[config.mk]
export PLATFORM = sky130hd
export DESIGN_NAME = iss_core
export DESIGN_NICKNAME = d
export VERILOG_FILES = /design/src/iss_pkg.sv /design/src/iss_sync.sv /design/src/iss_core.sv
export VERILOG_INCLUDE_DIRS = /design/src /design/src/src
export SDC_FILE = /design/constraint.sdc
export NUM_CORES = 1
export LEC_CHECK = 0
export BUFFER_PORTS_ARGS = -buffer_cell sky130_fd_sc_hd__buf_2
export CAP_MARGIN = 20
export CORE_UTILIZATION = 48
export CTS_BUF_LIST = sky130_fd_sc_hd__clkbuf_8
export CTS_CLUSTER_SIZE = 40
export DETAILED_ROUTE_END_ITERATION = 10
export PLACE_DENSITY = 0.78
export SKIP_LAST_GASP = 1
export SLEW_MARGIN = 20
export SYNTH_ARGS = -nofsm -noshare
export SYNTH_HDL_FRONTEND = slang
export SYNTH_SLANG_ARGS = --single-unit
export TNS_END_PERCENT = 30
[constraint.sdc]
create_clock -name clock_i -period 1.25 [get_ports clock_i]
set_input_delay 0.125 -clock clock_i [delete_from_list [all_inputs] [get_ports clock_i]]
set_output_delay 0.125 -clock clock_i [all_outputs]
set_load 0.02 [all_outputs]
[src/iss_consts.svh]
// Overview of operation
// - group command gates stop on addressing
// - smart mode acks on data read
// - enable-clear register clears enables
// - enable-set register sets enables
// - both registers share one enable vector
// - error flag from four error statuses
// - byte-done set on byte complete
// - byte-done cleared by data write, smart-mode data read, command
// - address-hit set on match, command clears
// - clearing address-hit sends configured acknowledge
// - stop flag only for own transactions
// - stop flag cleared on next command
// - flags clear on write one
// - high-speed status set, cleared by stop
// - extend timeout status and its clears
// - clock stretching while address-hit or byte-done pending
// - reserved bits read zero
// - acknowledge action zero ack, one nack
// - command three answers address hit
`ifndef ISS_CONSTS_SVH
`define ISS_CONSTS_SVH
`define ISS_OFF_CONTROL_B    6'h04
`define ISS_OFF_IENCLR   6'h14
`define ISS_OFF_IENSET   6'h16
`define ISS_OFF_IFLAG    6'h18
`define ISS_OFF_STATUS   6'h1A
`define ISS_OFF_DATA     6'h28
`define ISS_B_SMART_MODE_ENABLE       8
`define ISS_B_GROUP_COMMAND_ENABLE       9
`define ISS_B_CMD_LO     16
`define ISS_B_ACKNOWLEDGE_ACTION     18
`define ISS_B_STOP       0
`define ISS_B_ADDR       1
`define ISS_B_BYTE       2
`define ISS_B_ERR        7
`define ISS_B_BUS_FAULT     0
`define ISS_B_TX_CLASH       1
`define ISS_B_LOWTO      6
`define ISS_B_HOLD       7
`define ISS_B_EXTTO      9
`define ISS_B_HS         10
`define ISS_FLAG_MASK    8'h87
`define ISS_RST_8        8'h00
`define ISS_CMD_ADDR     2'h3
`define ISS_CMD_DONE     2'h2
`endif

[src/iss_pkg.sv]
package iss_pkg;
    // kind of acknowledge event issued to the bus engine
    typedef enum logic [2:0]
    {
        ISS_ACK_IDLE = 3'b001,
        ISS_ACK_SEND = 3'b010,
        ISS_ACK_HOLD = 3'b100
    } iss_ack_e;
    typedef logic [7:0] iss_byte_t;
endpackage : iss_pkg

[src/iss_sync.sv]
`timescale 1ns/1ps
`default_nettype none
// three-stage synchroniser; a change counts when stages two and three agree
module iss_sync #(
    parameter int W = 1
) (
    input  wire logic         clock_i,
    input  wire logic         rst_i,
    input  wire logic [W-1:0] async_i,
    output logic      [W-1:0] level_o
);
    logic [W-1:0] s1_q;
    logic [W-1:0] s2_q;
    logic [W-1:0] s3_q;
    logic [W-1:0] lvl_q;

    // first stage feeds only the second
    always_ff @(posedge clock_i)
    begin
        if (rst_i)
        begin
            s1_q  <= '0;
            s2_q  <= '0;
            s3_q  <= '0;
            lvl_q <= '0;
        end
        else
        begin
            s1_q <= async_i;
            s2_q <= s1_q;
            s3_q <= s2_q;
            for (int i = 0; i < W; i++)
            begin
                if (s2_q[i] == s3_q[i])
                begin
                    lvl_q[i] <= s3_q[i];
                end
            end
        end
    end

    assign level_o = lvl_q;
endmodule : iss_sync
`default_nettype wire

[src/iss_core.sv]
`timescale 1ns/1ps
`default_nettype none
`include "iss_consts.svh"
// interrupt, flag and status logic of the i2c slave
module iss_core
    import iss_pkg::*;
(
    input  wire logic        clock_i,
    input  wire logic        rst_i,
    input  wire logic [5:0]  addr_i,
    input  wire logic [31:0] wdata_i,
    input  wire logic        wr_i,
    input  wire logic        rd_i,
    output logic      [31:0] rdata_o,
    input  wire logic [9:0]  ev_async_i,
    output logic             irq_o,
    output logic             ack_go_o,
    output logic             nack_o,
    output logic             clock_stretching_o
);
    // event inputs come from the bus engine's domain, bit by bit:
    // 0 stop, 1 address hit, 2 byte done, 3 master code after start,
    // 4 extend timeout, 5 low timeout, 6 clash, 7 bus fault,
    // 8 byte read direction (1 = master read), 9 start seen
    logic [9:0] ev_lvl;
    logic [9:0] ev_prev_q;
    logic [9:0] ev_rise;

    iss_sync #(
        .W (10)
    ) u_sync (
        .clock_i (clock_i),
        .rst_i   (rst_i),
        .async_i (ev_async_i),
        .level_o (ev_lvl)
    );

    typedef struct packed {
        logic        smart_mode_enable;
        logic        group_command_enable;
        logic        acknowledge_action;
        iss_byte_t   irq_enable;
        iss_byte_t   irq_flags;
        logic        high_speed_seen;
        logic        extend_timeout;
        logic        scl_low_timeout;
        logic        tx_clash;
        logic        bus_fault;
        logic        addressed;
        iss_ack_e    ack_state;
        logic        ack_nack;
        logic        irq;
        logic [31:0] rdata;
    } iss_state_s;

    iss_state_s st_q;
    iss_state_s st_d;

    // true when the address matches a given register offset
    function automatic logic hit(input logic [5:0] a, input logic [5:0] off);
        hit = (a == off);
    endfunction : hit

    // edge detect on the settled (not first-stage) levels
    always_ff @(posedge clock_i)
    begin
        if (rst_i)
        begin
            ev_prev_q <= '0;
        end
        else
        begin
            ev_prev_q <= ev_lvl;
        end
    end
    assign ev_rise = ev_lvl & ~ev_prev_q;

    // next-state logic; hardware sets win over software clears
    always_comb
    begin
        logic       wr_ctrl;
        logic       cmd_valid;
        logic       cmd_addr;
        logic       ack_now;
        logic [7:0] w1c;
        logic       addr_cleared;
        logic       err_ev;
        wr_ctrl      = 1'b0;
        cmd_valid    = 1'b0;
        cmd_addr     = 1'b0;
        ack_now      = 1'b0;
        w1c          = 8'h00;
        addr_cleared = 1'b0;
        err_ev       = 1'b0;
        st_d         = st_q;

        wr_ctrl   = wr_i && hit(addr_i, `ISS_OFF_CONTROL_B);
        cmd_valid = wr_ctrl && wdata_i[`ISS_B_CMD_LO+1];
        cmd_addr  = wr_ctrl
            && (wdata_i[`ISS_B_CMD_LO+1:`ISS_B_CMD_LO] == `ISS_CMD_ADDR);

        // control bits
        if (wr_ctrl)
        begin
            st_d.smart_mode_enable    = wdata_i[`ISS_B_SMART_MODE_ENABLE];
            st_d.group_command_enable = wdata_i[`ISS_B_GROUP_COMMAND_ENABLE];
            st_d.acknowledge_action   = wdata_i[`ISS_B_ACKNOWLEDGE_ACTION];
        end

        if (wr_i && hit(addr_i, `ISS_OFF_IENCLR))
        begin
            st_d.irq_enable = st_q.irq_enable & ~(wdata_i[7:0] & `ISS_FLAG_MASK);
        end
        if (wr_i && hit(addr_i, `ISS_OFF_IENSET))
        begin
            st_d.irq_enable = st_q.irq_enable | (wdata_i[7:0] & `ISS_FLAG_MASK);
        end

        if (wr_i && hit(addr_i, `ISS_OFF_IFLAG))
        begin
            w1c = wdata_i[7:0] & `ISS_FLAG_MASK;
        end
        if (cmd_valid)
        begin
            w1c = w1c | 8'h07;
        end
        // data write or smart read clears byte-done
        if ((wr_i && hit(addr_i, `ISS_OFF_DATA))
            || (rd_i && hit(addr_i, `ISS_OFF_DATA) && st_q.smart_mode_enable))
        begin
            w1c[`ISS_B_BYTE] = 1'b1;
        end
        addr_cleared = w1c[`ISS_B_ADDR] && st_q.irq_flags[`ISS_B_ADDR];
        st_d.irq_flags = st_q.irq_flags & ~w1c;

        // high speed clears by write one or stop
        if (wr_i && hit(addr_i, `ISS_OFF_STATUS))
        begin
            if (wdata_i[`ISS_B_HS])     st_d.high_speed_seen = 1'b0;
            if (wdata_i[`ISS_B_EXTTO])  st_d.extend_timeout  = 1'b0;
            if (wdata_i[`ISS_B_LOWTO])  st_d.scl_low_timeout = 1'b0;
            if (wdata_i[`ISS_B_TX_CLASH])   st_d.tx_clash        = 1'b0;
            if (wdata_i[`ISS_B_BUS_FAULT]) st_d.bus_fault       = 1'b0;
        end
        if (ev_rise[0])
        begin
            st_d.high_speed_seen = 1'b0;
        end
        if (cmd_addr || addr_cleared)
        begin
            st_d.extend_timeout  = 1'b0;
            st_d.scl_low_timeout = 1'b0;
            st_d.tx_clash        = 1'b0;
            st_d.bus_fault       = 1'b0;
        end

        if (ev_rise[3])
        begin
            st_d.high_speed_seen = 1'b1;
        end
        if (ev_rise[4]) st_d.extend_timeout  = 1'b1;
        if (ev_rise[5]) st_d.scl_low_timeout = 1'b1;
        if (ev_rise[6]) st_d.tx_clash        = 1'b1;
        if (ev_rise[7]) st_d.bus_fault       = 1'b1;
        err_ev = |ev_rise[7:4];
        if (err_ev) st_d.irq_flags[`ISS_B_ERR] = 1'b1;
        if (ev_rise[2]) st_d.irq_flags[`ISS_B_BYTE] = 1'b1;
        if (ev_rise[1])
        begin
            st_d.irq_flags[`ISS_B_ADDR] = 1'b1;
            st_d.addressed              = 1'b1;
        end
        if (ev_rise[0])
        begin
            if (st_q.addressed || ev_rise[1])
            begin
                st_d.irq_flags[`ISS_B_STOP] = 1'b1;
            end
            st_d.addressed = 1'b0;
        end
        // without group command, a repeated start ends tracking unless address-hit is still pending
        if (ev_rise[9] && !st_q.group_command_enable && !ev_rise[1])
        begin
            st_d.addressed = st_q.addressed && st_q.irq_flags[`ISS_B_ADDR];
        end

        ack_now = addr_cleared || cmd_addr
            || (cmd_valid && !wdata_i[`ISS_B_CMD_LO] && !ev_lvl[8])
            || (rd_i && hit(addr_i, `ISS_OFF_DATA) && st_q.smart_mode_enable);
        st_d.ack_nack  = st_q.acknowledge_action;
        st_d.ack_state = ack_now ? ISS_ACK_SEND : ISS_ACK_IDLE;
        if (wr_ctrl && ack_now)
        begin
            st_d.ack_nack = wdata_i[`ISS_B_ACKNOWLEDGE_ACTION];
        end

        st_d.irq = |(st_d.irq_flags & st_d.irq_enable);

        // read data one cycle later; reserved read zero
        st_d.rdata = 32'h0000_0000;
        if (rd_i)
        begin
            case (addr_i)
                `ISS_OFF_CONTROL_B:
                begin
                    st_d.rdata[`ISS_B_SMART_MODE_ENABLE]   = st_q.smart_mode_enable;
                    st_d.rdata[`ISS_B_GROUP_COMMAND_ENABLE]   = st_q.group_command_enable;
                    st_d.rdata[`ISS_B_ACKNOWLEDGE_ACTION] = st_q.acknowledge_action;
                end
                `ISS_OFF_IENCLR, `ISS_OFF_IENSET: st_d.rdata[7:0] = st_q.irq_enable;
                `ISS_OFF_IFLAG:  st_d.rdata[7:0] = st_q.irq_flags;
                `ISS_OFF_STATUS:
                begin
                    st_d.rdata[`ISS_B_HS]     = st_q.high_speed_seen;
                    st_d.rdata[`ISS_B_EXTTO]  = st_q.extend_timeout;
                    st_d.rdata[`ISS_B_HOLD]   = |st_q.irq_flags[2:1];
                    st_d.rdata[`ISS_B_LOWTO]  = st_q.scl_low_timeout;
                    st_d.rdata[`ISS_B_TX_CLASH]   = st_q.tx_clash;
                    st_d.rdata[`ISS_B_BUS_FAULT] = st_q.bus_fault;
                end
                default: st_d.rdata = 32'h0000_0000;
            endcase
        end
    end

    // single state register
    always_ff @(posedge clock_i)
    begin
        if (rst_i)
        begin
            st_q            <= '0;
            st_q.ack_state  <= ISS_ACK_IDLE;
            st_q.irq_enable <= `ISS_RST_8;
            st_q.irq_flags  <= `ISS_RST_8;
        end
        else
        begin
            st_q <= st_d;
        end
    end

    // stretching register, registered so the pin has no glitch
    logic hold_q;
    always_ff @(posedge clock_i)
    begin
        if (rst_i)
        begin
            hold_q <= 1'b0;
        end
        else
        begin
            hold_q <= |st_d.irq_flags[2:1];
        end
    end

    assign rdata_o            = st_q.rdata;
    assign irq_o              = st_q.irq;
    assign ack_go_o           = (st_q.ack_state == ISS_ACK_SEND);
    assign nack_o             = st_q.ack_nack;
    assign clock_stretching_o = hold_q;
endmodule : iss_core
`default_nettype wire

==> run metrics, run 1 <==
WL per Instance between 10 and 15 um; outcome finished with violations; CP Launch Type flip-flop; share of the synthesized area in the top cell type 0.521; vias in the first global route 2,034; Post-Synthesis Cell Area between 0.003 and 0.004 mm2; largest net degree at the start of global routing between 40 and 50; first-pass GRT wire length approximately 8.8 mm; Layout Utilization 0.619; clock root cell clkbuf_8; Primary FF master, synth dfxtp_1; hpwl dp ~4.1 mm; Starting Density 0.507; Tcrit/Tclk final 1.10; core footprint just over 0.006 mm2; Final min period 1370 ps; Antenna Nets Post-Route 0; initial antenna violation count 0; Netlist cell types between 40 and 50; drt drc 0; row cnt 28; RSZ-0062 raised after global routing yes; First DRT Iteration DRCs 136; Antenna Cells 0; Seq/Total Area, Yosys 0.521; Finished Cell Area between 0.003 and 0.004 mm2; die width between 80 and 90 um; CTS tree yes; fill count 527; Syn Area/Cell 9.82 um2; crit path cell chain a21o_2, nand3_2, a32oi_2, and2b_1, a2111o_1; Synth area leader dfxtp_1; Cell Area, Placed around 0.0034 mm2; Port Buffer Count 43; DR pass1 iterations 5; final setup margin -119 ps; die area ~0.0067 mm2; clock sink count 80; Area Growth Syn to Fin 22.0%; number of buffers and inverters on the critical path 0; FMAX ~0.73 GHz; Max-Cap Viols 0; WP data required about 1500 ps; main area contributors after synthesis dfxtp_1 52%, nor2b_1 8.8%, buf_4 8.1%, a21oi_1 3.4%, nand2_1 2.7%; final setup fails 1; Synth warnings 0; CP max FO 2; commonest non-fill, non-tap cell in the layout dfxtp_1; IO Count 88; asr flop ratio synth 0; Crit. End Element flip-flop; Worst Setup Path Type reg -> reg; fin nets roughly 440; crit path DAT about 1600 ps; GR Overflow Total 0; clk slew on worst S/H paths ~80 ps; Max IR drop VDD approximately 940 uV; Via density roughly 4.8; final WL around 5.6 mm; Yosys reg bits 80; Worst-Skew Late Latency approximately 340 ps; Worst path max stage delay 340 ps; Post-Synthesis Cells 313; Slowest-stage cell, CP dfxtp_2; DR vias 2,277; leak pwr roughly 1.6 nW; most frequent cells in the layout 79 x dfxtp_1, 43 x nor2b_1, 43 x buf_2; Final Hold Vio Count 0; Pwr Density between 1000 and 1500 mW/mm2; total track usage 0.176; failing checks setup timing; total CTS buffers 9; H-tree lvl count 3; Max Slew Vio Count 0; clk_skew about 9.6 ps; fraction of layout cells with a size suffix above 1 0.270; die height 82.0 um; GPL Wtd Cong around 0.85; EDFF count, synth 0; CP delay by family, top compound AO/OA/AOI/OAI gates; Max clock buf depth 2; worst hold path type in -> reg
-- synthesized netlist by cell type (2+ instances only) --
master    count
nand2b_1      5
nand3_1       8
dfxtp_1      80
and4bb_2      3
and4b_1       2
nand3_2       2
buf_4        33
nand2_1      22
o21bai_1      2
inv_1         6
a32oi_1       2
a21o_1        2
nor2_1       13
a21oi_1      21
mux2i_1       5
nand4_1       5
clkbuf_1      7
o21ai_0      16
a22oi_1       4
and2_1        5
and2b_2       2
nor2b_1      43
-- report_power, final --
group,internal [W],switching (W),total [W]
registers,0.00259,0.0000153,0.00261
clock network,0.000966,0.000862,0.00183
logic,0.000141,0.000188,0.000330
-- layout make-up --
cell class / count / area [um2] / share of cell area
inverter: 6 / 22.5 / 0.00601
timing repair buffer: 87 / 583 / 0.155
multi-input combinational: 207 / 1250 / 0.333
sequential: 80 / 1600 / 0.427
tap: 75 / 93.8 / 0.0250
clock buffer: 10 / 138 / 0.0367
clock inverter: 6 / 61.3 / 0.0163
-- registers in the layout, indices dropped and copies added, names as in the netlist --
register            flops
u_sync.s1_q            10
ev_prev_q               9
u_sync.level_o         10
u_sync.s2_q            10
u_sync.s3_q            10
rdata_o                 9
nack_o                  1
irq_o                   1
st_q                   19
clock_stretching_o      1
-- per-stage QoR --
| step | setup TNS [ps] | instances | power (W) | hold slack (ps) | setup slack, ps |
|---|---|---|---|---|---|
| floorplan | -63.5 | 335 | 0.00288 | 202 | -63.5 |
| global placement | -1890 | 443 | 0.00296 | 335 | -284 |
| detailed placement | -2570 | 443 | 0.00297 | 340 | -368 |
| CTS | -300 | 473 | 0.00483 | 12.2 | -121 |
| global route | -490 | 471 | 0.00496 | 35.7 | -184 |
| finish | -119 | 471 | 0.00476 | 42.2 | -119 |
-- per-layer routing --
layer,GRT usage,routed length (um),vias to the layer above
met5,0,0,-
met4,0.0825,89,0
met3,0.0578,289,12
met2,0.304,2770,73
met1,0.193,2470,1031
li1,-,-,1161
-- kinds of logic after synthesis --
group | synth area share
AO/OA/AOI/OAI | 0.116
buffers and inverters | 0.105
flip-flops | 0.521
multiplexers | 0.0200
other | 0.00122
AND/OR/NAND/NOR | 0.237
-- worst reg2reg max path, stage by stage, from the launching register on --
cell and delay, ps:
dfxtp_2 340, a21o_2 130, nand3_2 80, a32oi_2 240
and2b_1 210, a2111o_1 270
-- timing repair --
item / 4_1_cts / 5_1_grt
endpoints found under the hold margin: 10 / 0
gates cloned: 0 / 0
pin swaps: 1 / 2
resized for setup: 0 / 3
buffers inserted: 4 / 0
setup endpoints to repair: 1 / 10
hold buffers: 10 / 0
-- path summary, 6_finish.rpt --
kind,startpoint,endpoint,slack (ps),cells after the start
worst min register to register,u_sync.s1_q[8]$_SDFF_PP0_,u_sync.s2_q[8]$_SDFF_PP0_,440,1
worst max register to register,st_q[61]$_SDFFE_PP0N_,irq_o$_SDFF_PP0_,-120,5
worst min-delay path,wdata_i[8],st_q[61]$_SDFFE_PP0N_,40,3
worst max-delay path,st_q[61]$_SDFFE_PP0N_,irq_o$_SDFF_PP0_,-120,5
(Power assumes the default switching activity.)
==> run 2, diff against run 1 <==
Settings changed: CORE_UTILIZATION 48 to 53, PLACE_DENSITY 0.78 to 0.81.
Clock period 1.25 ns to 1.3 ns, I/O delays scaled along.
==> run 2 against run 1 <==
Effect of this change: the flow still finishes with violations (setup timing); final cell count shrank 1.5%; hold slack worse by 34 ps; clock power shrank 14%; sequential share of layout area is 0.67 points higher; count of clock-buffer cells in the layout did not move; maximum frequency decreased by 2.1%; wire length increased by 3.0%.
==> run metrics, run 2 (same netlist as run 1, synthesis figures left out) <==
Crit. End Element flip-flop; Cell Area, Placed around 0.0034 mm2; GR peak layer met2; WP data required approximately 1500 ps; Starting Density 0.555; core footprint 0.00554 mm2; DR pass1 iterations 4; most frequent cells in the layout 79 x dfxtp_1, 43 x nor2b_1, 43 x buf_2; hpwl dp approximately 4 mm; die area a little over 0.006 mm2; Total Neg Setup Slack -99.1 ps; Max clock buf depth 2; RSZ-0062 raised after global routing yes; die height between 70 and 80 um; Final Hold Vio Count 0; R2R Setup Slk -100 ps; Worst Setup EP irq_o$_SDFF_PP0_; Max-Cap Viols 0; initial antenna violation count 0; FMAX a little over 0.7 GHz; fraction of layout cells with a size suffix above 1 0.273; failing checks setup timing; Pwr Total around 0.0044 W; Max Slew Vio Count 0; row cnt 27; Tcrit/Tclk final 1.08; clk_skew roughly 8.3 ps; M2 GR Usage 0.343; final setup margin -99.1 ps; largest net degree at the start of global routing between 50 and 60; Pwr Density 1190 mW/mm2; GRT met3 Usage 0.0500; first-pass GRT wire length between 9 and 10 mm; final setup fails 1; drt drc 0; CP Launch Type flip-flop; Worst-Skew Late Latency ~340 ps; H-tree lvl count 3; met1 Resource Use GR 0.215; GR Overflow Total 0; total track usage 0.197; outcome finished with violations; FF-to-FF path depth 5; IO Count roughly 90; CTS tree yes; total CTS buffers 9; worst hold path type in -> reg; fin nets 439; fill count 450; DR vias 2,332; Finished Cell Area 0.00369 mm2; WL per Instance 12.5 um; leak pwr between 1.5 and 2 nW; max FFs per register 19; crit path DAT 1620 ps; clock sink count 80; Max IR drop VDD just under 1000 uV; GPL Wtd Cong 0.899; Antenna Nets Post-Route 0; RR Endpoint irq_o$_SDFF_PP0_; Largest Register st_q; die width 78.1 um; Critical Path Start st_q[61]$_SDFFE_PP0N_; CP max FO 2; First DRT Iteration DRCs 75; clock root cell clkbuf_8; worst slack, placed -327 ps; hold slack slightly below 9 ps; Area Growth Syn to Fin 20.2%; commonest non-fill, non-tap cell in the layout dfxtp_1; final WL 5.79 mm; Via density just over 5; register area roughly 0.0016 mm2; reg2reg start st_q[61]$_SDFFE_PP0N_; Antenna Cells 0; multi-input logic area roughly 0.0013 mm2; vias in the first global route approximately 2,200; Worst Setup Path Type reg -> reg; Port Buffer Count 43; clk slew on worst S/H paths roughly 80 ps; Final min period about 1400 ps
-- run 2: changes by cell type in the layout (fill, tap and decap cells not counted), sizes merged --
cell         change
dlygate4sd3      -3
buf              -1
bufinv           -1
clkinv           +1
clkinvlp         +1
inv              -1
-- run 2: worst min path at each step --
stage	startpoint	endpoint	slack, ps	cells after the start
CTS	ev_async_i[8]	u_sync.s1_q[8]$_SDFF_PP0_	7	2
finish	ev_async_i[8]	u_sync.s1_q[8]$_SDFF_PP0_	9	2
floorplan	rst_i	st_q[53]$_SDFF_PP0_	210	1
global placement	ev_async_i[7]	u_sync.s1_q[7]$_SDFF_PP0_	340	2
detailed placement	ev_async_i[6]	u_sync.s1_q[6]$_SDFF_PP0_	340	2
global route	ev_async_i[9]	u_sync.s1_q[9]$_SDFF_PP0_	10	2
-- run 2: worst max-delay path: stages (launching register included) --
cell      delay (ps)
dfxtp_2          340
a21o_2           130
nand3_2           90
a32oi_2          220
and2b_1          220
a2111o_1         290
-- run 2: what timing repair did --
action,4_1_cts,5_1_grt
cloned,0,0
endpoints found under the hold margin,7,0
resized for setup,0,3
pin swaps,1,2
hold buffers,7,0
setup buffers,4,0
endpoints found under the setup margin,1,7
-- run 2: cell type report --
type                            count  share of cell area
Tap cell                           72              0.0244
Multi-Input combinational cell    207               0.341
Sequential cell                    80               0.434
Timing Repair Buffer               83               0.148
Inverter                            6             0.00610
Clock inverter                      6             0.00983
Clock buffer                       10              0.0373
-- run 2: power breakdown --
part	total, W	switching (W)	internal, W	leakage, nW
registers	0.00251	0.0000152	0.00249	0.650
clock network	0.00157	0.000844	0.000731	0.0855
logic	0.000311	0.000182	0.000128	0.879
-- run 2: layer usage --
layer,share of wire,vias up
met4,0.032,0
met3,0.058,18
met2,0.48,87
met5,0,-
met1,0.43,1072
li1,-,1155
-- run 2: metrics by stage --
step / std cells / util
floorplan: 335 / -
global placement: 438 / 0.615
detailed placement: 438 / 0.615
CTS: 465 / 0.665
global route: 464 / 0.666
finish: 464 / 0.666
==> run 3, diff against run 2 <==
Settings changed: RECOVER_POWER set to 50.
==> run 3 against run 2 <==
Effect of this change: the run still ends with setup timing left; count of clock-buffer cells in the layout is the same; power shrank 0.13%; sequential share of layout area is 0.18 points higher; maximum frequency about the same; setup slack about the same; combinational power down 2%; hold slack worse by 1.0 ps; critical path type unchanged; critical endpoint unchanged.
==> run metrics, run 3 (same netlist as run 1, synthesis figures left out) <==
outcome finished with violations; failing checks setup timing; final WL ~5.8 mm; hpwl dp roughly 4 mm; die area 0.00611 mm2; Max IR drop VDD 996 uV; Slew HR 0.336; Antenna Cells 0; crit path DAT 1630 ps; final setup fails 1; fin nets ~440; Area Growth Syn to Fin 19.7%; RR Endpoint irq_o$_SDFF_PP0_; First DRT Iteration DRCs between 70 and 80; clock root cell clkbuf_8; WP depth 5; CP delay by family, top compound AO/OA/AOI/OAI gates; R2R Setup Slk -100 ps; final setup margin -99.1 ps; Cell Area, Placed between 0.003 and 0.004 mm2; FF-to-FF path depth 5; drt drc 0; clk_skew between 9 and 10 ps; largest net degree at the start of global routing 57; GR Overflow Total 0; DR vias around 2,300; die width approximately 78 um; Max Slew Vio Count 0; most frequent cells in the layout 79 x dfxtp_1, 43 x nor2b_1, 43 x buf_2; GPL Wtd Cong 0.899; die height 78.1 um; hold slack 7.64 ps; Finished Cell Area around 0.0037 mm2; Largest Register st_q; total CTS buffers 9; H-tree lvl count 3; Tcrit/Tclk final 1.08; Worst Tran Pin Value roughly 1000 ps; Max clock buf depth 2; fraction of layout cells with a size suffix above 1 0.273; WL per Instance approximately 13 um; CP Launch Type flip-flop; Crit. End Element flip-flop; vias in the first global route approximately 2,200; core footprint about 0.0055 mm2; Starting Density 0.555; row cnt 27; Slowest-stage cell, CP dfxtp_2; clock sink count 80; clk slew on worst S/H paths 80 ps; RSZ-0062 raised after global routing yes; Via density between 5 and 6; Final Hold Vio Count 0; Total Neg Setup Slack -99.1 ps; CTS tree yes; Worst path max stage delay ~340 ps; commonest non-fill, non-tap cell in the layout dfxtp_1; Final min period 1400 ps; IO Count 88; WP data required 1530 ps; reg2reg start st_q[61]$_SDFFE_PP0N_; Hold EP u_sync.s1_q[8]$_SDFF_PP0_; CP max FO 2; Max-Cap Viols 0; hold path cells 2; Port Buffer Count 43; crit path cell chain a21o_2, nand3_2, a32oi_2, and2b_1, a2111o_1; first-pass GRT wire length approximately 9 mm; worst hold path type in -> reg; max FFs per register 19; Worst-Skew Late Latency between 300 and 400 ps; initial antenna violation count 0; total track usage 0.197; leak pwr about 1.6 nW; Antenna Nets Post-Route 0; DR pass1 iterations 4; Pwr Density 1190 mW/mm2; number of buffers and inverters on the critical path 0; Worst Setup Path Type reg -> reg; FMAX slightly above 0.7 GHz; min-delay src ev_async_i[8]
[run 3: cell count changes in the layout (fill, tap and decap cells not counted)]
cell	delta
buf_12	-1
buf_4	-1
clkbuf_2	+1
clkbuf_4	+1
[run 3: where the power goes]
group | switching (W) | leakage, nW | total (W) | internal [W]
Clock | 0.000844 | 0.0855 | 0.00157 | 0.000731
Combinational | 0.000182 | 0.874 | 0.000305 | 0.000123
Sequential | 0.0000152 | 0.650 | 0.00251 | 0.00249
Total | 0.00104 | 1.61 | 0.00439 | 0.00334
[run 3: routing by layer]
| layer | wire length (um) | track usage |
|---|---|---|
| met5 | 0 | 0 |
| met2 | 2780 | 0.343 |
| met4 | 187 | 0.119 |
| met3 | 320 | 0.0500 |
| met1 | 2520 | 0.215 |
[run 3: layout make-up]
cell class	count	area, um2
Clock buffer	10	138
Clock inverter	6	36.3
Fill cell	451	1860
Inverter	6	22.5
Multi-Input combinational cell	207	1260
Sequential cell	80	1600
Tap cell	72	90.1
Timing Repair Buffer	83	531
[run 3: how the worst max path moves through the flow]
stage / start / to / slack (ps)
after floorplan: st_q[61]$_SDFFE_PP0N_ / irq_o$_SDFF_PP0_ / -10
after global placement: addr_i[5] / irq_o$_SDFF_PP0_ / -240
after detailed placement: addr_i[5] / irq_o$_SDFF_PP0_ / -330
after CTS: st_q[61]$_SDFFE_PP0N_ / irq_o$_SDFF_PP0_ / -100
after global routing: st_q[61]$_SDFFE_PP0N_ / irq_o$_SDFF_PP0_ / -140
final: st_q[61]$_SDFFE_PP0N_ / irq_o$_SDFF_PP0_ / -100
[run 3: what timing repair did]
item | 4_1_cts | 5_1_grt
setup buffers | 4 | 0
endpoints found under the hold margin | 7 | 0
pin swaps | 1 | 2
resized for setup | 0 | 3
endpoints found under the setup margin | 1 | 7
hold buffers | 7 | 0
gates cloned | 0 | 0
[run 3: through the flow]
stage	power [W]	worst slack (ps)	std cells	util
final	0.00439	-99.1	464	0.664
after detailed placement	0.00285	-327	438	0.615
after CTS	0.00442	-102	465	0.665
after global placement	0.00284	-245	438	0.615
after global routing	0.00457	-139	464	0.664
after floorplan	0.00277	-13.5	335	-
